`src/rtl/sic_pkg.sv`:
```
// Purpose: Shared constants and types for the scanner input conditioning block.
// Assumes: System clock of 250 MHz.
// Notes: Debounce counts are derived from the printed delays.
`default_nettype none
package sic_pkg;
  localparam int unsigned CLK_HZ = 250000000;
  localparam int unsigned DEB_LONG_US = 5000;
  localparam int unsigned DEB_SHORT_US = 500;
  localparam int unsigned DEB_LONG_CYC = (CLK_HZ / 1000000) * DEB_LONG_US;
  localparam int unsigned DEB_SHORT_CYC = (CLK_HZ / 1000000) * DEB_SHORT_US;
  localparam int CNT_W = 21;
  localparam int NUM_IN = 4;
  localparam int IDX_TRIG = 0;
  localparam int IDX_ENC = 1;
  localparam int IDX_GEN_A = 2;
  localparam int IDX_GEN_B = 3;
  localparam logic [3:0] LEVEL_RST = 4'h0;
  localparam logic [31:0] SPEED_RST = 32'h0;
  // Operating modes relevant to the inputs.
  typedef enum logic [1:0]
  {
    SIC_MODE_FREE = 2'h0,
    SIC_MODE_TRIGGERED = 2'h1,
    SIC_MODE_TRACKING = 2'h2
  } sic_mode_t;
  // Verifier capture sequence, one-hot.
  typedef enum logic [2:0]
  {
    SIC_CAP_IDLE = 3'h1,
    SIC_CAP_ARMED = 3'h2,
    SIC_CAP_STORE = 3'h4
  } sic_cap_t;
endpackage
`default_nettype wire

```
`src/rtl/sic_input_cond.sv`:
```
// Purpose: Conditions four isolated inputs and routes them to scanner functions.
// Assumes: Inputs are asynchronous to ref_clk; encoder stays below 1 kHz.
// Notes: Long debounce counts are top-level parameters so a simulation can shorten them.
`default_nettype none
module sic_input_cond
  import sic_pkg::*;
#(
  parameter int unsigned DEB_LONG = sic_pkg::DEB_LONG_CYC,
  parameter int unsigned DEB_SHORT = sic_pkg::DEB_SHORT_CYC,
  parameter int unsigned SPEED_WINDOW = sic_pkg::CLK_HZ
)
(
  input wire logic ref_clk,
  input wire logic resetn,
  input wire logic trigger_input,
  input wire logic encoder_input,
  input wire logic generic_input_a,
  input wire logic generic_input_b,
  input wire logic [3:0] active_closed,
  input wire logic shared_deb_long,
  input wire logic encoder_deb_long,
  input wire sic_pkg::sic_mode_t op_mode,
  input wire logic stop_enable,
  input wire logic stop_sel_b,
  input wire logic capture_enable,
  input wire logic capture_sel_b,
  input wire logic verifier_enable,
  input wire logic code_cfg_saved,
  input wire logic decode_good,
  output logic phase_led,
  output logic scan_start,
  output logic reading_stop,
  output logic encoder_pulse,
  output logic [31:0] encoder_speed,
  output logic verifier_store,
  output logic [3:0] input_active
);
  import sic_pkg::*;

  logic [3:0] raw;
  logic [3:0] s1_r, s2_r, s3_r;
  logic [3:0] level_r;
  logic [3:0] act_d_r;
  logic edge_ok_r;
  logic [CNT_W-1:0] cnt_r [NUM_IN];
  logic [31:0] win_cnt_r, pulse_cnt_r;
  sic_cap_t cap_r;

  assign raw = {generic_input_b, generic_input_a, encoder_input, trigger_input};

  // Three-stage synchronisers; only stages two and three are compared.
  always_ff @(posedge ref_clk or negedge resetn)
  begin
    if (!resetn)
    begin
      s1_r <= LEVEL_RST;
      s2_r <= LEVEL_RST;
      s3_r <= LEVEL_RST;
    end
    else
    begin
      s1_r <= raw;
      s2_r <= s1_r;
      s3_r <= s2_r;
    end
  end

  // Per-input debounce: count while the settled sample differs from the accepted level.
  for (genvar i = 0; i < NUM_IN; i++)
  begin : g_deb
    logic use_long;
    logic [CNT_W-1:0] limit;
    assign use_long = (i == IDX_ENC) ? encoder_deb_long : shared_deb_long;
    assign limit = use_long ? CNT_W'(DEB_LONG - 1) : CNT_W'(DEB_SHORT - 1);
    always_ff @(posedge ref_clk or negedge resetn)
    begin
      if (!resetn)
      begin
        cnt_r[i] <= '0;
        level_r[i] <= 1'b0;
      end
      else if (s2_r[i] != s3_r[i] || s3_r[i] == level_r[i])
      begin
        cnt_r[i] <= '0;
      end
      else if (cnt_r[i] >= limit)
      begin
        cnt_r[i] <= '0;
        level_r[i] <= s3_r[i];
      end
      else
      begin
        cnt_r[i] <= cnt_r[i] + 1'b1;
      end
    end
  end

  // Logical active state: high level means current flows, i.e. circuit closed.
  logic [3:0] act;
  assign act = ~(level_r ^ active_closed);
  logic [3:0] rise;
  // Edges are masked in the first cycle after reset, so an active-open input (active_closed bit clear) that idles open
  // does not fire a false scan start, stop or capture.
  assign rise = act & ~act_d_r & {4{edge_ok_r}};

  // Registered logical states, edge history and direct indicator.
  always_ff @(posedge ref_clk or negedge resetn)
  begin
    if (!resetn)
    begin
      act_d_r <= LEVEL_RST;
      edge_ok_r <= 1'b0;
      input_active <= LEVEL_RST;
      phase_led <= 1'b0;
    end
    else
    begin
      act_d_r <= act;
      edge_ok_r <= 1'b1;
      input_active <= act;
      phase_led <= s3_r[IDX_TRIG];
    end
  end

  // Function routing: scan start, reading stop, encoder pulse.
  always_ff @(posedge ref_clk or negedge resetn)
  begin
    if (!resetn)
    begin
      scan_start <= 1'b0;
      reading_stop <= 1'b0;
      encoder_pulse <= 1'b0;
    end
    else
    begin
      scan_start <= rise[IDX_TRIG] && (op_mode == SIC_MODE_TRIGGERED
                                       || op_mode == SIC_MODE_TRACKING);
      reading_stop <= stop_enable && (stop_sel_b ? rise[IDX_GEN_B] : rise[IDX_GEN_A]);
      encoder_pulse <= rise[IDX_ENC] && op_mode == SIC_MODE_TRACKING;
    end
  end

  // Speed: encoder pulses counted over a fixed window of clock cycles.
  always_ff @(posedge ref_clk or negedge resetn)
  begin
    if (!resetn)
    begin
      win_cnt_r <= '0;
      pulse_cnt_r <= '0;
      encoder_speed <= SPEED_RST;
    end
    else if (op_mode != SIC_MODE_TRACKING)
    begin
      win_cnt_r <= '0;
      pulse_cnt_r <= '0;
    end
    else if (win_cnt_r >= SPEED_WINDOW - 1)
    begin
      win_cnt_r <= '0;
      pulse_cnt_r <= 32'(rise[IDX_ENC]);
      encoder_speed <= pulse_cnt_r;
    end
    else
    begin
      win_cnt_r <= win_cnt_r + 32'h1;
      pulse_cnt_r <= pulse_cnt_r + 32'(rise[IDX_ENC]);
    end
  end

  // Verifier capture: arm on the capture input, store on the next good decode.
  logic cap_ok, cap_rise;
  assign cap_ok = capture_enable && verifier_enable && code_cfg_saved;
  assign cap_rise = capture_sel_b ? rise[IDX_GEN_B] : rise[IDX_GEN_A];
  always_ff @(posedge ref_clk or negedge resetn)
  begin
    if (!resetn)
    begin
      cap_r <= SIC_CAP_IDLE;
      verifier_store <= 1'b0;
    end
    else
    begin
      verifier_store <= 1'b0;
      unique case (cap_r)
        SIC_CAP_IDLE:
        begin
          if (cap_ok && cap_rise)
          begin
            cap_r <= SIC_CAP_ARMED;
          end
        end
        SIC_CAP_ARMED:
        begin
          if (!cap_ok)
          begin
            cap_r <= SIC_CAP_IDLE;
          end
          else if (decode_good)
          begin
            cap_r <= SIC_CAP_STORE;
            verifier_store <= 1'b1;
          end
        end
        SIC_CAP_STORE:
        begin
          cap_r <= SIC_CAP_IDLE;
        end
        default:
        begin
          cap_r <= SIC_CAP_IDLE;
        end
      endcase
    end
  end
endmodule
`default_nettype wire

```
`config.mk`:
```
export PLATFORM = sky130hd
export DESIGN_NAME = sic_input_cond
export DESIGN_NICKNAME = d
export VERILOG_FILES = /design/src/rtl/sic_pkg.sv /design/src/rtl/sic_input_cond.sv
export SDC_FILE = /design/constraint.sdc
export NUM_CORES = 1
export LEC_CHECK = 0
export BUFFER_PORTS_ARGS = -buffer_cell sky130_fd_sc_hd__buf_2
export CAP_MARGIN = 40
export CORE_MARGIN = 4
export CORE_UTILIZATION = 50
export DETAILED_ROUTE_END_ITERATION = 16
export GPL_TIMING_DRIVEN = 1
export PLACE_DENSITY = 0.7
export SLEW_MARGIN = 20
export SYNTH_ARGS = -nofsm -noshare
export SYNTH_HDL_FRONTEND = slang
export SYNTH_SLANG_ARGS = --single-unit
```
`constraint.sdc`:
```
create_clock -name ref_clk -period 2.5 [get_ports ref_clk]
set_clock_uncertainty 0.1 [all_clocks]
set_input_delay 0.5 -clock ref_clk [delete_from_list [all_inputs] [get_ports ref_clk]]
set_output_delay 0.5 -clock ref_clk [all_outputs]
set_load 0.01 [all_outputs]
```
# Word level (Yosys, flattened, before mapping)
# Cells that the tools add are included.
[word_totals]
ff_bits = 209
input_bits = 21
output_inout_bits = 41
wordCells = 98
[op_classes]
addsub = 6
magnitude_cmp = 5
eq_ne = 15
n_mux = 23
n_bitwise = 10
n_reduce_logical = 17
[ops]
columns = ["op", "n"]
rows = [
  ["$mux 21", 10],
  ["$mux 32", 4],
  ["$add 21x1->21 const B", 4],
  ["$ge 21x21->1", 4],
  ["$add 32x1->32", 1],
  ["$add 32x1->32 const B", 1],
  ["$ge 32x28->1 const B", 1],
  ["$reduce_and 2->1", 6],
  ["$mux 3", 3],
  ["$and 4x4->4", 2],
  ["$not 4->4", 2],
  ["$logic_and 1x1->1", 6],
  ["$pmux 3 s2", 1],
  ["$logic_or 1x1->1", 5],
  ["$mux 1", 5],
  ["$not 1->1", 5],
  ["$eq 1x1->1", 4],
  ["$ne 1x1->1", 4],
  ["$ne 2x2->1 const B", 2],
  ["$xor 4x4->4", 1],
  ["$eq 3x1->1 const B", 1],
  ["$eq 3x2->1 const B", 1],
  ["$ne 3x3->1 const B", 1],
  ["$eq 2x1->1 const B", 1],
  ["$eq 2x2->1 const B", 1],
]

# Longest topological paths before layout
[logic_depth]
ltp_word = 8
mapped_depth = 10
mapped_depth_nobuf = 9

# Worst setup path after synthesis
# Ideal clock, no wire load.
[synth_timing]
path_type = "input to register"
start = "in active_closed[1]"
end = "reg pulse_cnt_r[24]"
setup_ns = 0.132
arrival_time_ns = 2.356
required_time_ns = 2.268
setup_slack_ns = -0.088
stages = 10
n_path_buf = 1
cell_sequence = "xnor2_1 > and3b_1 > ha_1 > ha_1 > nand2_1 > or4_1 > buf_2 > nor3_2 > xnor2_1 > nor2_1"
[synth_via]
elab_chain_len = 7
[synth_rtl]
columns = ["item", "line", "rtl"]
rows = [
  ["start: declaration", "sic_input_cond.sv:19", "input wire logic [3:0] active_closed,"],
  ["$xor 4x4->4", "sic_input_cond.sv:100", "assign act = ~(level_r ^ active_closed);"],
  ["$not 4->4", "sic_input_cond.sv:100", ""],
  ["$and 4x4->4 (2 in series)", "sic_input_cond.sv:104", "assign rise = act & ~act_d_r & {4{edge_ok_r}};"],
  ["$add 32x1->32", "sic_input_cond.sv:166", "pulse_cnt_r <= pulse_cnt_r + 32'(rise[IDX_ENC]);"],
  ["$mux 32", "sic_input_cond.sv:157", "else if (win_cnt_r >= SPEED_WINDOW - 1)"],
  ["$mux 32", "sic_input_cond.sv:152", "else if (op_mode != SIC_MODE_TRACKING)"],
  ["end signal: assignment", "sic_input_cond.sv:160", "pulse_cnt_r <= 32'(rise[IDX_ENC]);"],
  ["end signal: assignment", "sic_input_cond.sv:166", ""],
  ["end: declaration", "sic_input_cond.sv:46", "logic [31:0] win_cnt_r, pulse_cnt_r;"],
]
# No other way between the ends.
# A chain may end at the register's enable or synchronous reset.

# Final worst setup path
[layout_timing]
start = "reg level_r[1]"
end = "reg pulse_cnt_r[24]"
[layout_via]
elab_chain_len = 7
[layout_rtl]
columns = ["item", "line", "rtl"]
rows = [
  ["start: declaration", "sic_input_cond.sv:42", "logic [3:0] level_r;"],
  ["start signal: indexed assignment", "sic_input_cond.sv:89", "level_r[i] <= s3_r[i];"],
  ["$xor 4x4->4", "sic_input_cond.sv:100", ""],
  ["$not 4->4", "sic_input_cond.sv:100", ""],
  ["named net act[1]", "sic_input_cond.sv:99", "logic [3:0] act;"],
  ["$and 4x4->4 (2 in series)", "sic_input_cond.sv:104", ""],
  ["$add 32x1->32", "sic_input_cond.sv:166", ""],
  ["$mux 32", "sic_input_cond.sv:157", ""],
  ["$mux 32", "sic_input_cond.sv:152", ""],
]
# The timed path passes the listed nets, and every way through them passes these cells.

==> flow_summary.json <==
{
  "critical_path.top_delay_family": "simple AND/OR/NAND/NOR gates",
  "fin_total_pwr_mw": 7.40,
  "die_w_microns": 152,
  "setup.worst_path.end_class": "flip-flop",
  "final_core_util": 0.606,
  "globalplace.congestion": 0.775,
  "first_pass_grt_wire_length_microns": 36600,
  "synth_top_cells_by_count": "sky130_fd_sc_hd__dfrtp_1, sky130_fd_sc_hd__nor2_1, sky130_fd_sc_hd__xnor2_1",
  "sequential_cell_area_sq_um": 5230,
  "grt_antenna_before_repair": 0,
  "worst_setup_hold_path_clk_slew_ps": 60,
  "num_vias": 7426,
  "clock_sinks": 209,
  "pint_mw": 5.87,
  "fp.dieH_microns": 152,
  "max_stage_delay_ps": 590,
  "crit_end": "pulse_cnt_r[24]$_DFF_PN0_",
  "design.final.nets": 1182,
  "netlist-cell-type-count": 60,
  "ys_ff_latch": 209,
  "critPathLaunch": "level_r[1]$_DFFE_PN0P_",
  "routed_antenna_nets": 0,
  "yosys.cell_count.top_type": "sky130_fd_sc_hd__dfrtp_1",
  "largest_area_contributor_in_the_synthesized_netlist": "sky130_fd_sc_hd__dfrtp_1",
  "core-area_sq_um": 20400,
  "final-hold-violation-count": 0,
  "worst_hold_slack_ps": 104,
  "worst_hold_path_type": "primary input to flip-flop",
  "die-area_sq_um": 23100,
  "rr_worst_depth": 10,
  "max_slew_margin": 0.582,
  "final_setup_violation_count": 0,
  "num_rows": 52,
  "cts_root_buf": "sky130_fd_sc_hd__clkbuf_16",
  "cellPowerDensity_nw_per_um2": 600,
  "seq_area_frac_synth": 0.504,
  "grt_max_degree": 82,
  "share_comb_of_total_power": 0.038,
  "min_period_ps": 2460,
  "worst_hold_path.num_cells": 2,
  "synthDominantCellAreaShare": 0.501,
  "tritoncts": "yes",
  "finalCritPeriodShare": 0.983,
  "reg2reg_to": "pulse_cnt_r[24]$_DFF_PN0_",
  "vdd_drop_max_uv": 396,
  "synth_async_sr_flop_share": 1.00,
  "htree_num_levels": 1,
  "routed_via_density": 5.30,
  "critPathBufInv": 1,
  "crit_slowest_cell": "sky130_fd_sc_hd__or4_4",
  "num_io_pins": 62,
  "detail_route.iter0.violations": 315,
  "area.growth.synth_to_final_pct": 18.8,
  "report.final.slew_viol_count": 0,
  "start_kind": "flip-flop",
  "grt_overflow_total": 0,
  "rsz0062_at_grt": "yes",
  "sequentialPowerShare": 0.463,
  "cts_buffer_depth": 3,
  "sw_frac_of_total": 0.207,
  "drt_pass1_iterations": 5,
  "wl_per_cell_microns": 14.6,
  "worst_slew_pin_slew_ps": 628,
  "worstPathCellList": "xnor2_1 > buf_4 > and3b_2 > ha_4 > ha_4 > nand2_2 > or4_4 > nor3_4 > xnor2_1 > nor2_1",
  "antennaDiodeCount": 0,
  "drc": 0,
  "multiInputGateArea_sq_um": 5050,
  "via_count_of_the_first_global_routing_pass": 7592,
  "worst-path-stages": 10,
  "initial_utilization": 0.510,
  "regToRegStartpoint": "level_r[1]$_DFFE_PN0P_",
  "cellLeakagePower_nw": 5.51,
  "timing_worst_setup_path_type": "flip-flop to flip-flop",
  "n_fill_cell": 1705,
  "clk_lat_worst_skew_ps": 510,
  "mapped_avg_cell_area_sq_um": 10.4,
  "arrival_worst_endpoint_ps": 2750,
  "ys.flop_type": "sky130_fd_sc_hd__dfrtp_1",
  "yosys_warnings": 0,
  "status": "complete, no violations",
  "synthTopCellsByArea": "sky130_fd_sc_hd__dfrtp_1, sky130_fd_sc_hd__xnor2_1, sky130_fd_sc_hd__nor2_1",
  "max_cap_violations": 0,
  "power_switching_mw": 1.54,
  "r2r_setup_slack_ps": 40,
  "fraction_of_final_layout_cells_sized_beyond_drive_strength_1": 0.184,
  "synth_enable_flop_cells": 0,
  "netlist_instances": 997,
  "route.final.wire_length_microns": 20400,
  "synth.cell_area_sq_um": 10400,
  "power_frac_clock": 0.499,
  "portBuffers": 61,
  "cts-buffers-inserted": 24,
  "cp_max_fo": 7,
  "achievable_clock_frequency_ghz": 0.407,
  "global_route.usage.total": 0.182,
  "worstPathRequired_ps": 2790,
  "dp_hpwl_microns": 14200
}
## layer usage
metal  wire length (microns)  share of wire  GRT usage
met3                     764          0.037     0.0298
met4                     354          0.017     0.0445
met2                    9660           0.47      0.304
met1                    9660           0.47      0.253
met5                       0              0          0
## layout make-up
class,count,share of cell area
repair buffers,114,0.0632
clock buffers,34,0.0566
well taps,270,0.0274
flip-flops and latches,209,0.424
inverters,23,0.00700
clock inverters,9,0.0129
multi-input cells,741,0.409
## metrics by stage
stage                     TNS (ps)  instances  cell area [sq um]  setup slack (ps)
after global placement      -12910       1349              11400              -224
after CTS                        0       1399              12300              22.8
final                            0       1400              12300              43.0
after detailed placement    -14170       1349              11400              -311
after global routing          -589       1400              12300              -107
after floorplan                  0       1000              10400              11.6
## cells by family after synthesis
logic type               Yosys count  share of synthesized area
adder cells (fa/ha/maj)           48                     0.0578
XOR/XNOR                         135                      0.114
multiplexers                      34                     0.0366
other                              2                   0.000723
AND/OR/NAND/NOR                  450                      0.223
flip-flops                       209                      0.504
AO/OA/AOI/OAI                     69                     0.0441
buffers and inverters             50                     0.0207
## worst min-delay path by stage
stage / start / endpoint / slack (ps)
after floorplan: resetn / act_d_r[0]$_DFF_PN0_ / 100
after detailed placement: s1_r[1]$_DFF_PN0_ / s2_r[1]$_DFF_PN0_ / 240
after global routing: active_closed[2] / act_d_r[2]$_DFF_PN0_ / 90
after global placement: s1_r[0]$_DFF_PN0_ / s2_r[0]$_DFF_PN0_ / 230
after CTS: active_closed[2] / act_d_r[2]$_DFF_PN0_ / 90
final: active_closed[2] / act_d_r[2]$_DFF_PN0_ / 100
## flip-flops by register name, indices dropped and copies added (netlist names)
| name | cells |
|---|---|
| win_cnt_r | 32 |
| reading_stop | 1 |
| verifier_store | 1 |
| edge_ok_r | 1 |
| phase_led | 1 |
| act_d_r | 4 |
| level_r | 4 |
| s3_r | 4 |
| s1_r | 4 |
| s2_r | 4 |
| encoder_speed | 32 |
| pulse_cnt_r | 32 |
| encoder_pulse | 1 |
| scan_start | 1 |
| cap_r | 3 |
| cnt_r | 84 |
## power groups by stage
| stage | sequential, mW | clock [mW] | combinational [mW] |
|---|---|---|---|
| finish | 3.43 | 3.69 | 0.278 |
| global route | 3.43 | 3.98 | 0.320 |
| CTS | 3.43 | 3.81 | 0.286 |
| detailed placement | 3.49 | 0 | 0.278 |
| global placement | 3.49 | 0 | 0.272 |
| floorplan | 3.49 | 0 | 0.105 |
## cell usage in the layout (no fill, tap or decap), drive strengths merged, types with 7 or more instances in the layout
cell / netlist / layout
nand2: 52 / 52
mux2: 32 / 32
o211ai: 7 / 7
nor2: 183 / 183
nor4: 8 / 8
inv: 23 / 23
o21ai: 14 / 14
dfrtp: 208 / 208
nor3: 39 / 39
a21oi: 15 / 15
xnor2: 85 / 85
nand3: 53 / 53
xor2: 50 / 50
nand4b: 7 / 7
nand4: 36 / 36
and4: 13 / 13
a211oi: 7 / 7
buf: 12 / 109
a21o: 8 / 8
ha: 48 / 48
and3: 27 / 27
clkbuf: 15 / 34
## repair_timing
item                                    in CTS  in global routing
endpoints found under the hold margin       78                  0
pin swaps                                    3                  5
endpoints found under the setup margin       7                 10
hold buffers                                 5                  0
resized for setup                            6                  7
buffers inserted                             2                  2
Note: power is estimated with default switching activity, not from simulation.
